<file path="src/verilog/igp_pkg.sv">
// Purpose: Shared constants for the general-purpose pin decoder block
// Assumes: Registers reached through the extended index and data ports
// Notes:   Offsets are extended register indices, not bus addresses
package igp_pkg;
	// ISA port addresses of the extended index and data ports
	localparam logic [10:0] INDEX_PORT_ADDR = 11'h3F0;
	localparam logic [10:0] DATA_PORT_ADDR  = 11'h3F1;

	// Extended register indices
	localparam logic [7:0] IDX_PIN_A_ADDR_LO = 8'h10;
	localparam logic [7:0] IDX_PIN_A_ADDR_HI = 8'h11;
	localparam logic [7:0] IDX_PIN_B_ADDR_LO = 8'h12;
	localparam logic [7:0] IDX_PIN_B_ADDR_HI = 8'h13;
	localparam logic [7:0] IDX_PIN_A_CONFIG  = 8'h14;
	localparam logic [7:0] IDX_PIN_B_CONFIG  = 8'h15;
	localparam logic [7:0] IDX_PIN_SHARING   = 8'h16;

	// Reset values
	localparam logic [7:0] RST_ADDR_LO     = 8'h00;
	localparam logic [7:0] RST_ADDR_HI     = 8'h00;
	localparam logic [7:0] RST_PIN_CONFIG  = 8'h00;
	localparam logic [7:0] RST_PIN_SHARING = 8'h0E;
	localparam logic [7:0] RST_INDEX       = 8'h00;

	// Writable masks: reserved bits read as zero
	localparam logic [7:0] ADDR_HI_WMASK  = 8'hC7;
	localparam logic [7:0] SHARING_WMASK  = 8'h3F;

	// Address-high register fields
	localparam int CMP_MODE_MSB = 7;
	localparam int CMP_MODE_LSB = 6;
	localparam int ADDR_HI_MSB  = 2;

	// Pin configuration register fields
	localparam int MODE_MSB     = 7;
	localparam int MODE_LSB     = 5;
	localparam int POLARITY_BIT = 4;
	localparam int READ_QUAL    = 3;
	localparam int WRITE_QUAL   = 2;
	localparam int OUT_INV_BIT  = 1;
	localparam int IN_INV_BIT   = 0;

	// Pin modes (top bit set means chip select)
	localparam logic [2:0] MODE_OFF   = 3'h0;
	localparam logic [1:0] DMODE_OUT  = 2'h1;
	localparam logic [1:0] DMODE_IN   = 2'h2;
	localparam logic [1:0] DMODE_BIDI = 2'h3;

	// Pin-sharing register fields
	localparam int SEL_PIN_B_BIT = 5;
	localparam int SEL_PIN_A_BIT = 4;
	localparam int SEL_GAME_BIT  = 3;
endpackage

</file>
<file path="src/verilog/igp_pin_cfg_if.sv">
// Purpose: Carries one general pin's configuration to its decoder
// Assumes: Driven continuously from the configuration registers
// Notes:   One instance per general pin
`timescale 1ns/1ps
interface igp_pin_cfg_if;
	logic [2:0]  mode;
	logic        csPolarity;
	logic        readQual;
	logic        writeQual;
	logic        outInvert;
	logic        inInvert;
	logic [1:0]  cmpMode;
	logic [10:0] matchAddress;
	modport src  (output mode, csPolarity, readQual, writeQual,
		outInvert, inInvert, cmpMode, matchAddress);
	modport sink (input mode, csPolarity, readQual, writeQual,
		outInvert, inInvert, cmpMode, matchAddress);
endinterface // igp_pin_cfg_if

</file>
<file path="src/verilog/igp_general_io.sv">
// Purpose: Two programmable general pins, their registers and pin sharing
// Assumes: ISA strobes and pins synchronous to clk; extended mode decided
//          outside and presented as a level
// Notes:   Every output is registered, so pins follow the bus by one cycle
`timescale 1ns/1ps

module igp_general_io (
	// Clock and reset
	input  wire logic        clk,
	input  wire logic        rst,
	// ISA bus
	input  wire logic        aen,
	input  wire logic        iorN,
	input  wire logic        iowN,
	input  wire logic [10:0] sa,
	input  wire logic [7:0]  sdIn,
	output logic      [7:0]  sdOut,
	output logic      [7:0]  sdOe,
	// Extended-function mode level
	input  wire logic        extFuncEnable,
	// Power-on straps
	input  wire logic        uart2RtsStrap,
	input  wire logic        uart2TxdStrap,
	// Interrupt sources sharing the general pins
	input  wire logic        irqARequest,
	input  wire logic        irqBRequest,
	// Shared pin carrying IRQ B or general pin A
	input  wire logic        pinAShareIn,
	output logic             pinAShareOut,
	output logic             pinAShareOe,
	// Shared pin carrying IRQ A or general pin B
	input  wire logic        pinBShareIn,
	output logic             pinBShareOut,
	output logic             pinBShareOe,
	// DMA and game-port sources
	input  wire logic        dmaRequestOne,
	input  wire logic        gameWriteStrobeN,
	input  wire logic        gameReadStrobeN,
	output logic             dmaAcknowledgeOneN,
	// Shared pin carrying DMA request or game write strobe
	output logic             dmaReqPinOut,
	output logic             dmaReqPinOe,
	// Shared pin carrying DMA acknowledge or game read strobe
	input  wire logic        dmaAckPinIn,
	output logic             dmaAckPinOut,
	output logic             dmaAckPinOe
);
	// Configuration registers
	logic [7:0] extIndex;
	logic [7:0] pinAAddrLow;
	logic [7:0] pinAAddrHigh;
	logic [7:0] pinBAddrLow;
	logic [7:0] pinBAddrHigh;
	logic [7:0] generalPin0Config;
	logic [7:0] generalPin1Config;
	logic [7:0] pinSharingConfig;
	logic       strapPending;

	// Bus decode
	logic       writeStart;
	logic       atIndexPort;
	logic       atDataPort;
	logic       regWrite;
	logic       indexWrite;
	logic       regRead;
	logic       indexRead;
	logic       mappedIndex;
	logic [7:0] readValue;

	// Decoder results
	logic       aBusBit;
	logic       aBusOe;
	logic       aPinOut;
	logic       aPinOe;
	logic       bBusBit;
	logic       bBusOe;
	logic       bPinOut;
	logic       bPinOe;

	// Next values of the registered outputs
	logic [7:0] next_sdOut;
	logic [7:0] next_sdOe;

	igp_pin_cfg_if cfgA ();
	igp_pin_cfg_if cfgB ();

	// Start of each write strobe; a long strobe writes only once
	igp_strobe_edge u_wr_edge (
		.clk     (clk),
		.rst     (rst),
		.strobeN (iowN),
		.start   (writeStart)
	);

	// Port decode, only while the extended mode is open
	assign atIndexPort = ~aen && (sa == igp_pkg::INDEX_PORT_ADDR);
	assign atDataPort  = ~aen && (sa == igp_pkg::DATA_PORT_ADDR);
	assign indexWrite  = writeStart && atIndexPort && extFuncEnable;
	assign regWrite    = writeStart && atDataPort && extFuncEnable;
	assign indexRead   = ~iorN && atIndexPort && extFuncEnable;
	assign regRead     = ~iorN && atDataPort && extFuncEnable && mappedIndex;

	// Index register of the extended port
	always_ff @(posedge clk) begin
		if (rst) begin
			extIndex <= igp_pkg::RST_INDEX;
		end else if (indexWrite) begin
			extIndex <= sdIn;
		end
	end

	// Address registers of both pins
	always_ff @(posedge clk) begin
		if (rst) begin
			pinAAddrLow  <= igp_pkg::RST_ADDR_LO;
			pinAAddrHigh <= igp_pkg::RST_ADDR_HI;
			pinBAddrLow  <= igp_pkg::RST_ADDR_LO;
			pinBAddrHigh <= igp_pkg::RST_ADDR_HI;
		end else if (regWrite) begin
			case (extIndex)
				igp_pkg::IDX_PIN_A_ADDR_LO: begin
					pinAAddrLow <= sdIn;
				end
				igp_pkg::IDX_PIN_A_ADDR_HI: begin
					pinAAddrHigh <= sdIn & igp_pkg::ADDR_HI_WMASK;
				end
				igp_pkg::IDX_PIN_B_ADDR_LO: begin
					pinBAddrLow <= sdIn;
				end
				igp_pkg::IDX_PIN_B_ADDR_HI: begin
					pinBAddrHigh <= sdIn & igp_pkg::ADDR_HI_WMASK;
				end
				default: begin
				end
			endcase
		end
	end

	// Mode registers of both pins
	always_ff @(posedge clk) begin
		if (rst) begin
			generalPin0Config <= igp_pkg::RST_PIN_CONFIG;
			generalPin1Config <= igp_pkg::RST_PIN_CONFIG;
		end else if (regWrite) begin
			if (extIndex == igp_pkg::IDX_PIN_A_CONFIG) begin
				generalPin0Config <= sdIn;
			end
			if (extIndex == igp_pkg::IDX_PIN_B_CONFIG) begin
				generalPin1Config <= sdIn;
			end
		end
	end

	// Pin-sharing register. Straps are caught in the first cycle after
	// reset release, since a reset may only load constants.
	always_ff @(posedge clk) begin
		if (rst) begin
			pinSharingConfig <= igp_pkg::RST_PIN_SHARING;
			strapPending     <= 1'b1;
		end else if (strapPending) begin
			strapPending <= 1'b0;
			pinSharingConfig[igp_pkg::SEL_GAME_BIT]  <= uart2TxdStrap;
			pinSharingConfig[igp_pkg::SEL_PIN_B_BIT] <= ~uart2RtsStrap;
			pinSharingConfig[igp_pkg::SEL_PIN_A_BIT] <= ~uart2RtsStrap;
		end else if (regWrite && extIndex == igp_pkg::IDX_PIN_SHARING) begin
			pinSharingConfig <= sdIn & igp_pkg::SHARING_WMASK;
		end
	end

	// Read mux over the mapped indices
	always_comb begin
		mappedIndex = 1'b1;
		readValue   = 8'h00;
		case (extIndex)
			igp_pkg::IDX_PIN_A_ADDR_LO: readValue = pinAAddrLow;
			igp_pkg::IDX_PIN_A_ADDR_HI: readValue = pinAAddrHigh;
			igp_pkg::IDX_PIN_B_ADDR_LO: readValue = pinBAddrLow;
			igp_pkg::IDX_PIN_B_ADDR_HI: readValue = pinBAddrHigh;
			igp_pkg::IDX_PIN_A_CONFIG:  readValue = generalPin0Config;
			igp_pkg::IDX_PIN_B_CONFIG:  readValue = generalPin1Config;
			igp_pkg::IDX_PIN_SHARING:   readValue = pinSharingConfig;
			default: mappedIndex = 1'b0;
		endcase
	end

	// Pin A configuration fields
	assign cfgA.mode         =
		generalPin0Config[igp_pkg::MODE_MSB:igp_pkg::MODE_LSB];
	assign cfgA.csPolarity   = generalPin0Config[igp_pkg::POLARITY_BIT];
	assign cfgA.readQual     = generalPin0Config[igp_pkg::READ_QUAL];
	assign cfgA.writeQual    = generalPin0Config[igp_pkg::WRITE_QUAL];
	assign cfgA.outInvert    = generalPin0Config[igp_pkg::OUT_INV_BIT];
	assign cfgA.inInvert     = generalPin0Config[igp_pkg::IN_INV_BIT];
	assign cfgA.cmpMode      =
		pinAAddrHigh[igp_pkg::CMP_MODE_MSB:igp_pkg::CMP_MODE_LSB];
	assign cfgA.matchAddress =
		{pinAAddrHigh[igp_pkg::ADDR_HI_MSB:0], pinAAddrLow};

	// Pin B configuration fields
	assign cfgB.mode         =
		generalPin1Config[igp_pkg::MODE_MSB:igp_pkg::MODE_LSB];
	assign cfgB.csPolarity   = generalPin1Config[igp_pkg::POLARITY_BIT];
	assign cfgB.readQual     = generalPin1Config[igp_pkg::READ_QUAL];
	assign cfgB.writeQual    = generalPin1Config[igp_pkg::WRITE_QUAL];
	assign cfgB.outInvert    = generalPin1Config[igp_pkg::OUT_INV_BIT];
	assign cfgB.inInvert     = generalPin1Config[igp_pkg::IN_INV_BIT];
	assign cfgB.cmpMode      =
		pinBAddrHigh[igp_pkg::CMP_MODE_MSB:igp_pkg::CMP_MODE_LSB];
	assign cfgB.matchAddress =
		{pinBAddrHigh[igp_pkg::ADDR_HI_MSB:0], pinBAddrLow};

	// Pin A bridges data bit 0
	igp_pin_decoder u_pin_a (
		.cfg    (cfgA.sink),
		.aen    (aen),
		.iorN   (iorN),
		.iowN   (iowN),
		.sa     (sa),
		.sdBit  (sdIn[0]),
		.busBit (aBusBit),
		.busOe  (aBusOe),
		.pinIn  (pinAShareIn),
		.pinOut (aPinOut),
		.pinOe  (aPinOe)
	);

	// Pin B bridges data bit 1
	igp_pin_decoder u_pin_b (
		.cfg    (cfgB.sink),
		.aen    (aen),
		.iorN   (iorN),
		.iowN   (iowN),
		.sa     (sa),
		.sdBit  (sdIn[1]),
		.busBit (bBusBit),
		.busOe  (bBusOe),
		.pinIn  (pinBShareIn),
		.pinOut (bPinOut),
		.pinOe  (bPinOe)
	);

	// Data bus drive. A register read owns the whole byte; otherwise a
	// general pin may drive its bit only while routed to its pin.
	always_comb begin
		next_sdOut = 8'h00;
		next_sdOe  = 8'h00;
		if (indexRead) begin
			next_sdOut = extIndex;
			next_sdOe  = 8'hFF;
		end else if (regRead) begin
			next_sdOut = readValue;
			next_sdOe  = 8'hFF;
		end else begin
			if (pinSharingConfig[igp_pkg::SEL_PIN_A_BIT] && aBusOe) begin
				next_sdOut[0] = aBusBit;
				next_sdOe[0]  = 1'b1;
			end
			if (pinSharingConfig[igp_pkg::SEL_PIN_B_BIT] && bBusOe) begin
				next_sdOut[1] = bBusBit;
				next_sdOe[1]  = 1'b1;
			end
		end
	end

	// Registered data bus outputs
	always_ff @(posedge clk) begin
		if (rst) begin
			sdOut <= 8'h00;
			sdOe  <= 8'h00;
		end else begin
			sdOut <= next_sdOut;
			sdOe  <= next_sdOe;
		end
	end

	// Shared pins of the general pins and interrupt requests
	always_ff @(posedge clk) begin
		if (rst) begin
			pinAShareOut <= 1'b0;
			pinAShareOe  <= 1'b0;
			pinBShareOut <= 1'b0;
			pinBShareOe  <= 1'b0;
		end else begin
			if (pinSharingConfig[igp_pkg::SEL_PIN_A_BIT]) begin
				pinAShareOut <= aPinOut;
				pinAShareOe  <= aPinOe;
			end else begin
				pinAShareOut <= irqBRequest;
				pinAShareOe  <= 1'b1;
			end
			if (pinSharingConfig[igp_pkg::SEL_PIN_B_BIT]) begin
				pinBShareOut <= bPinOut;
				pinBShareOe  <= bPinOe;
			end else begin
				pinBShareOut <= irqARequest;
				pinBShareOe  <= 1'b1;
			end
		end
	end

	// DMA or game-strobe pins; acknowledge reads inactive when unrouted
	always_ff @(posedge clk) begin
		if (rst) begin
			dmaReqPinOut       <= 1'b0;
			dmaReqPinOe        <= 1'b0;
			dmaAckPinOut       <= 1'b1;
			dmaAckPinOe        <= 1'b0;
			dmaAcknowledgeOneN <= 1'b1;
		end else begin
			dmaReqPinOe <= 1'b1;
			if (pinSharingConfig[igp_pkg::SEL_GAME_BIT]) begin
				dmaReqPinOut       <= gameWriteStrobeN;
				dmaAckPinOut       <= gameReadStrobeN;
				dmaAckPinOe        <= 1'b1;
				dmaAcknowledgeOneN <= 1'b1;
			end else begin
				dmaReqPinOut       <= dmaRequestOne;
				dmaAckPinOut       <= 1'b1;
				dmaAckPinOe        <= 1'b0;
				dmaAcknowledgeOneN <= dmaAckPinIn;
			end
		end
	end
endmodule // igp_general_io

</file>
<file path="src/verilog/igp_strobe_edge.sv">
// Purpose: Finds the first cycle of an active-low bus strobe
// Assumes: Strobe already synchronous to clk
// Notes:   Idle state is high, so no false start out of reset
`timescale 1ns/1ps
module igp_strobe_edge (
	// Clock and reset
	input  wire logic clk,
	input  wire logic rst,
	// Strobe
	input  wire logic strobeN,
	output logic      start
);
	logic prevN;

	// Remember last level
	always_ff @(posedge clk) begin
		if (rst) begin
			prevN <= 1'b1;
		end else begin
			prevN <= strobeN;
		end
	end

	assign start = prevN & ~strobeN;
endmodule // igp_strobe_edge

</file>
<file path="src/verilog/igp_pin_decoder.sv">
// Purpose: Address decode and data/chip-select logic of one general pin
// Assumes: Bus inputs synchronous to the clock; purely combinational
// Notes:   Caller registers the outputs
`timescale 1ns/1ps
module igp_pin_decoder (
	// Configuration
	igp_pin_cfg_if.sink cfg,
	// ISA side
	input  wire logic        aen,
	input  wire logic        iorN,
	input  wire logic        iowN,
	input  wire logic [10:0] sa,
	input  wire logic        sdBit,
	output logic             busBit,
	output logic             busOe,
	// Pin side
	input  wire logic        pinIn,
	output logic             pinOut,
	output logic             pinOe
);
	logic [10:0] cmpMask;
	logic        selected;
	logic        qualOk;

	// Low address bits dropped by the compare mode
	assign cmpMask  = 11'h7FF << cfg.cmpMode;
	assign selected = ~aen && (((sa ^ cfg.matchAddress) & cmpMask) == 11'h000);

	// Strobe qualifier for chip-select use
	always_comb begin
		case ({cfg.readQual, cfg.writeQual})
			2'b00: qualOk = 1'b1;
			2'b01: qualOk = ~iowN;
			2'b10: qualOk = ~iorN;
			default: qualOk = ~iowN | ~iorN;
		endcase
	end

	// Mode decode; unused fields of other modes are ignored
	always_comb begin
		pinOut = 1'b0;
		pinOe  = 1'b0;
		busBit = 1'b0;
		busOe  = 1'b0;
		if (cfg.mode[2]) begin
			pinOe  = 1'b1;
			pinOut = cfg.csPolarity ? (selected & qualOk)
				: ~(selected & qualOk);
		end else if (cfg.mode != igp_pkg::MODE_OFF) begin
			if ((cfg.mode[1:0] == igp_pkg::DMODE_OUT ||
				cfg.mode[1:0] == igp_pkg::DMODE_BIDI) && selected && ~iowN) begin
				pinOe  = 1'b1;
				pinOut = sdBit ^ cfg.outInvert;
			end
			if ((cfg.mode[1:0] == igp_pkg::DMODE_IN ||
				cfg.mode[1:0] == igp_pkg::DMODE_BIDI) && selected && ~iorN) begin
				busOe  = 1'b1;
				busBit = pinIn ^ cfg.inInvert;
			end
		end
	end
endmodule // igp_pin_decoder

</file>
<file path="config.mk">
export PLATFORM = sky130hd
export DESIGN_NAME = igp_general_io
export DESIGN_NICKNAME = d
export VERILOG_FILES = /design/src/verilog/igp_pkg.sv /design/src/verilog/igp_pin_cfg_if.sv /design/src/verilog/igp_general_io.sv /design/src/verilog/igp_strobe_edge.sv /design/src/verilog/igp_pin_decoder.sv
export SDC_FILE = /design/constraint.sdc
export NUM_CORES = 1
export LEC_CHECK = 0
export BUFFER_PORTS_ARGS = -buffer_cell sky130_fd_sc_hd__buf_2
export CORE_MARGIN = 5
export CORE_UTILIZATION = 40
export DETAILED_ROUTE_END_ITERATION = 10
export GPL_ROUTABILITY_DRIVEN = 0
export SLEW_MARGIN = 20
export SYNTH_ARGS = -nofsm -noshare
export SYNTH_HDL_FRONTEND = slang
export SYNTH_SLANG_ARGS = --single-unit
</file>
<file path="constraint.sdc">
create_clock -name clk -period 3.18 [get_ports clk]
set_input_delay 0.795 -clock clk [delete_from_list [all_inputs] [get_ports clk]]
set_output_delay 0.795 -clock clk [all_outputs]
set_load 0.005 [all_outputs]
</file>
==> impl_metrics.ini <==
[yosys]
muxShareOfSynthArea_pct = 16.8
ys_async_sr_fraction_pct = 0
synth_compound_area_share_pct = 10.7
synth_seq_area_share_pct = 41.9
syn_area_per_cell_sq_um = 9.03
synth_edf_count = 0
synth_ff_type = dfxtp_1
synth_xor_area_share_pct = 6.11
synthTopCellsByArea = dfxtp_1 (42%), mux2i_1 (13%), nor2_1 (4.8%)
synth_top_area_share_pct = 41.9
synth.most_common_cell = dfxtp_1
synth_top_family_by_area = simple AND/OR/NAND/NOR gates
yosysTopAreaCell = dfxtp_1
yosysWarnings = 0
syn-num-nets = 448
syn_area_sq_um = 3730
yosysUniqueCellTypes = 46
synthTopCellsByCount = dfxtp_1 (78), nor2_1 (48), mux2i_1 (47), nand2_1 (39), a21oi_1 (27)
ys_seq_elements = 78
synthSimpleGateAreaFrac_pct = 20.5
synth_fa_ha_area_share_pct = 0
netlist_instances = 413

[setup_path]
start_kind = input pin
crit_arrival_ps = 3040
crit_required_ps = 3410
crit_type = in2reg
r2r_slack_ps = 850
cp_max_fo = 4
cp-end-kind = register

[detailed_routing]
num_vias = 3173
firstDrtPassIters = 5
ant_nets = 0
drc = 0
wire_per_inst_microns = 18.4
wirelength_mm = 10.7
via_per_inst = 5.42
drtIter0Drc = 168

[floorplanning]
initial_core_util_pct = 40.7
die_width_microns = 107
io-pin-count = 60
core_region_area_sq_um = 9150
die_y_microns = 107
rows = 35
dieArea_sq_um = 11400

[power_and_ir_drop]
pwr-share-comb_pct = 6.1
p_switching_mw = 0.429
max-vdd-ir-drop_mv = 0.153
p_int_mw = 1.41
power-per-cell-area_nw_per_um2 = 424
clkPwrFrac_pct = 40.1
seqPwrFrac_pct = 53.9
leakage_nw = 1.75
finalPower_mw = 1.84
swShare_pct = 23.3

[place]
port_buffers = 59
dp_hpwl_mm = 8.10

[clock_network]
post_cts_buffers = 0
clockBufferDepth = 2
tritoncts = yes
cts.repair.resized = 0
hold_buffers = 0
cts-root-buf = clkbuf_8
clk_latency_ps = 350
clock_sinks = 78
cts_buffers = 9
h-tree-depth = 3
clk_pin_slew_ps = 80

[global_routing]
antenna_found_initial = 0
grt_pass1_vias = 3191
grt_start_max_net_pins = 46
grtUsageTotal_pct = 19.6
overflow = 0
grt_pass1_wl_mm = 17.2

[sta]
finalSetupViolCount = 0
relSlewSlack_pct = 55.9
rsz0062_at_grt = no
fin_skew_ps = 10.6
tightest_slew_ps = 660
clock.fmax_mhz = 355
fin_tns_setup_ps = 0
min_period_ps = 2810
hold_violations = 0
min_period_over_period_pct = 88.5
slew_viol_final = 0

[final_layout]
syn_to_final_growth_pct = 16.5
nets = 504
drive_gt1_share_pct = 21.1
diodes = 0

[hold_path]
holdCritPathClass = reg2reg

[run_status]
status = completed

[run]
drv_cap = 0
-- area by class of cell --
cell class,count,area [sq um]
clock buffers,13,149
clock inverters,3,43.8
fillers,904,4810
inverters,5,18.8
multi-input cells,302,2020
flip-flops and latches,78,1560
well taps,111,139
repair buffers,73,413
-- power groups by stage --
stage	clock, mW	sequential, mW	combinational, mW
after floorplan	0	1.02	0.0499
after global placement	0	1.02	0.111
after detailed placement	0	1.02	0.112
after CTS	0.757	0.993	0.113
after global routing	0.807	0.994	0.121
final	0.739	0.993	0.112
-- layout by cell type, fill, tap and decap left out, types with 2 or more instances in the layout --
master,count
buf_2,59
dfxtp_1,78
nor3b_1,4
o21a_1,2
nor2b_1,11
xnor2_1,9
mux2_2,2
o21ai_0,26
o211ai_1,4
nor4_1,3
nand2b_1,4
buf_4,13
nor3_4,2
inv_1,5
nand4_1,6
a21oi_1,27
a211oi_1,2
or3_1,3
xor2_1,17
clkbuf_1,3
clkbuf_8,10
and3_1,7
nand2_1,39
nor3_1,3
mux4_2,6
nand3_1,11
a2bb2oi_1,2
mux2i_1,47
nor2_1,48
-- final timing paths --
path	start	endpoint	depth (start not counted)
worst min-delay path	extIndex[7]	sdOut[7]	2
worst min register to register	extIndex[7]	sdOut[7]	2
worst max-delay path	aen	pinBAddrLow[2]	8
worst max register to register	extIndex[5]	pinBAddrLow[2]	8
-- stage by stage --
step                      hold slack [ps]  setup slack, ps  util (%)  std cells  area [sq um]
after floorplan                       433              241         -        413          3730
after global placement                467             36.3      45.4        569          4150
after detailed placement              472             14.1      45.4        569          4150
after CTS                             494              385      47.5        585          4340
after global routing                  518              289      47.5        585          4340
final                                 490              367      47.5        585          4340
-- worst max-delay path, cell delays in order --
cell	delay [ps]
buf_2	120
or4b_1	540
or4_4	500
or3_4	370
nor3b_1	260
buf_4	200
mux2i_1	210
nor2_1	60
-- sequential cells by signal (all words and copies together) (netlist names) --
| register | cells |
|---|---|
| generalPin1Config | 8 |
| pinBAddrLow | 8 |
| generalPin0Config | 8 |
| pinAAddrHigh | 5 |
| sdOut | 8 |
| pinSharingConfig | 6 |
| dmaAckPinOe | 1 |
| sdOe | 3 |
| u_wr_edge.prevN | 1 |
| dmaReqPinOut | 1 |
| pinBAddrHigh | 5 |
| pinAShareOut | 1 |
| pinBShareOe | 1 |
| dmaReqPinOe | 1 |
| pinBShareOut | 1 |
| pinAAddrLow | 8 |
| dmaAcknowledgeOneN | 1 |
| strapPending | 1 |
| extIndex | 8 |
| dmaAckPinOut | 1 |
| pinAShareOe | 1 |
-- kinds of logic (layout without fill, tap and decap cells) --
family	Yosys count	count (layout)
simple gates	152	152
xor+xnor	26	26
flops	78	78
mux	55	55
buf+inv	33	94
compound gates	69	69
-- layer usage --
layer,track usage (%),share of wire [%],up-vias
li1,-,-,1546
met3,3.76,6.4,24
met4,7.95,3.3,0
met1,27.5,46,1480
met5,0,0,-
met2,29.8,44,123
Note: power is estimated with default switching activity, not from simulation.
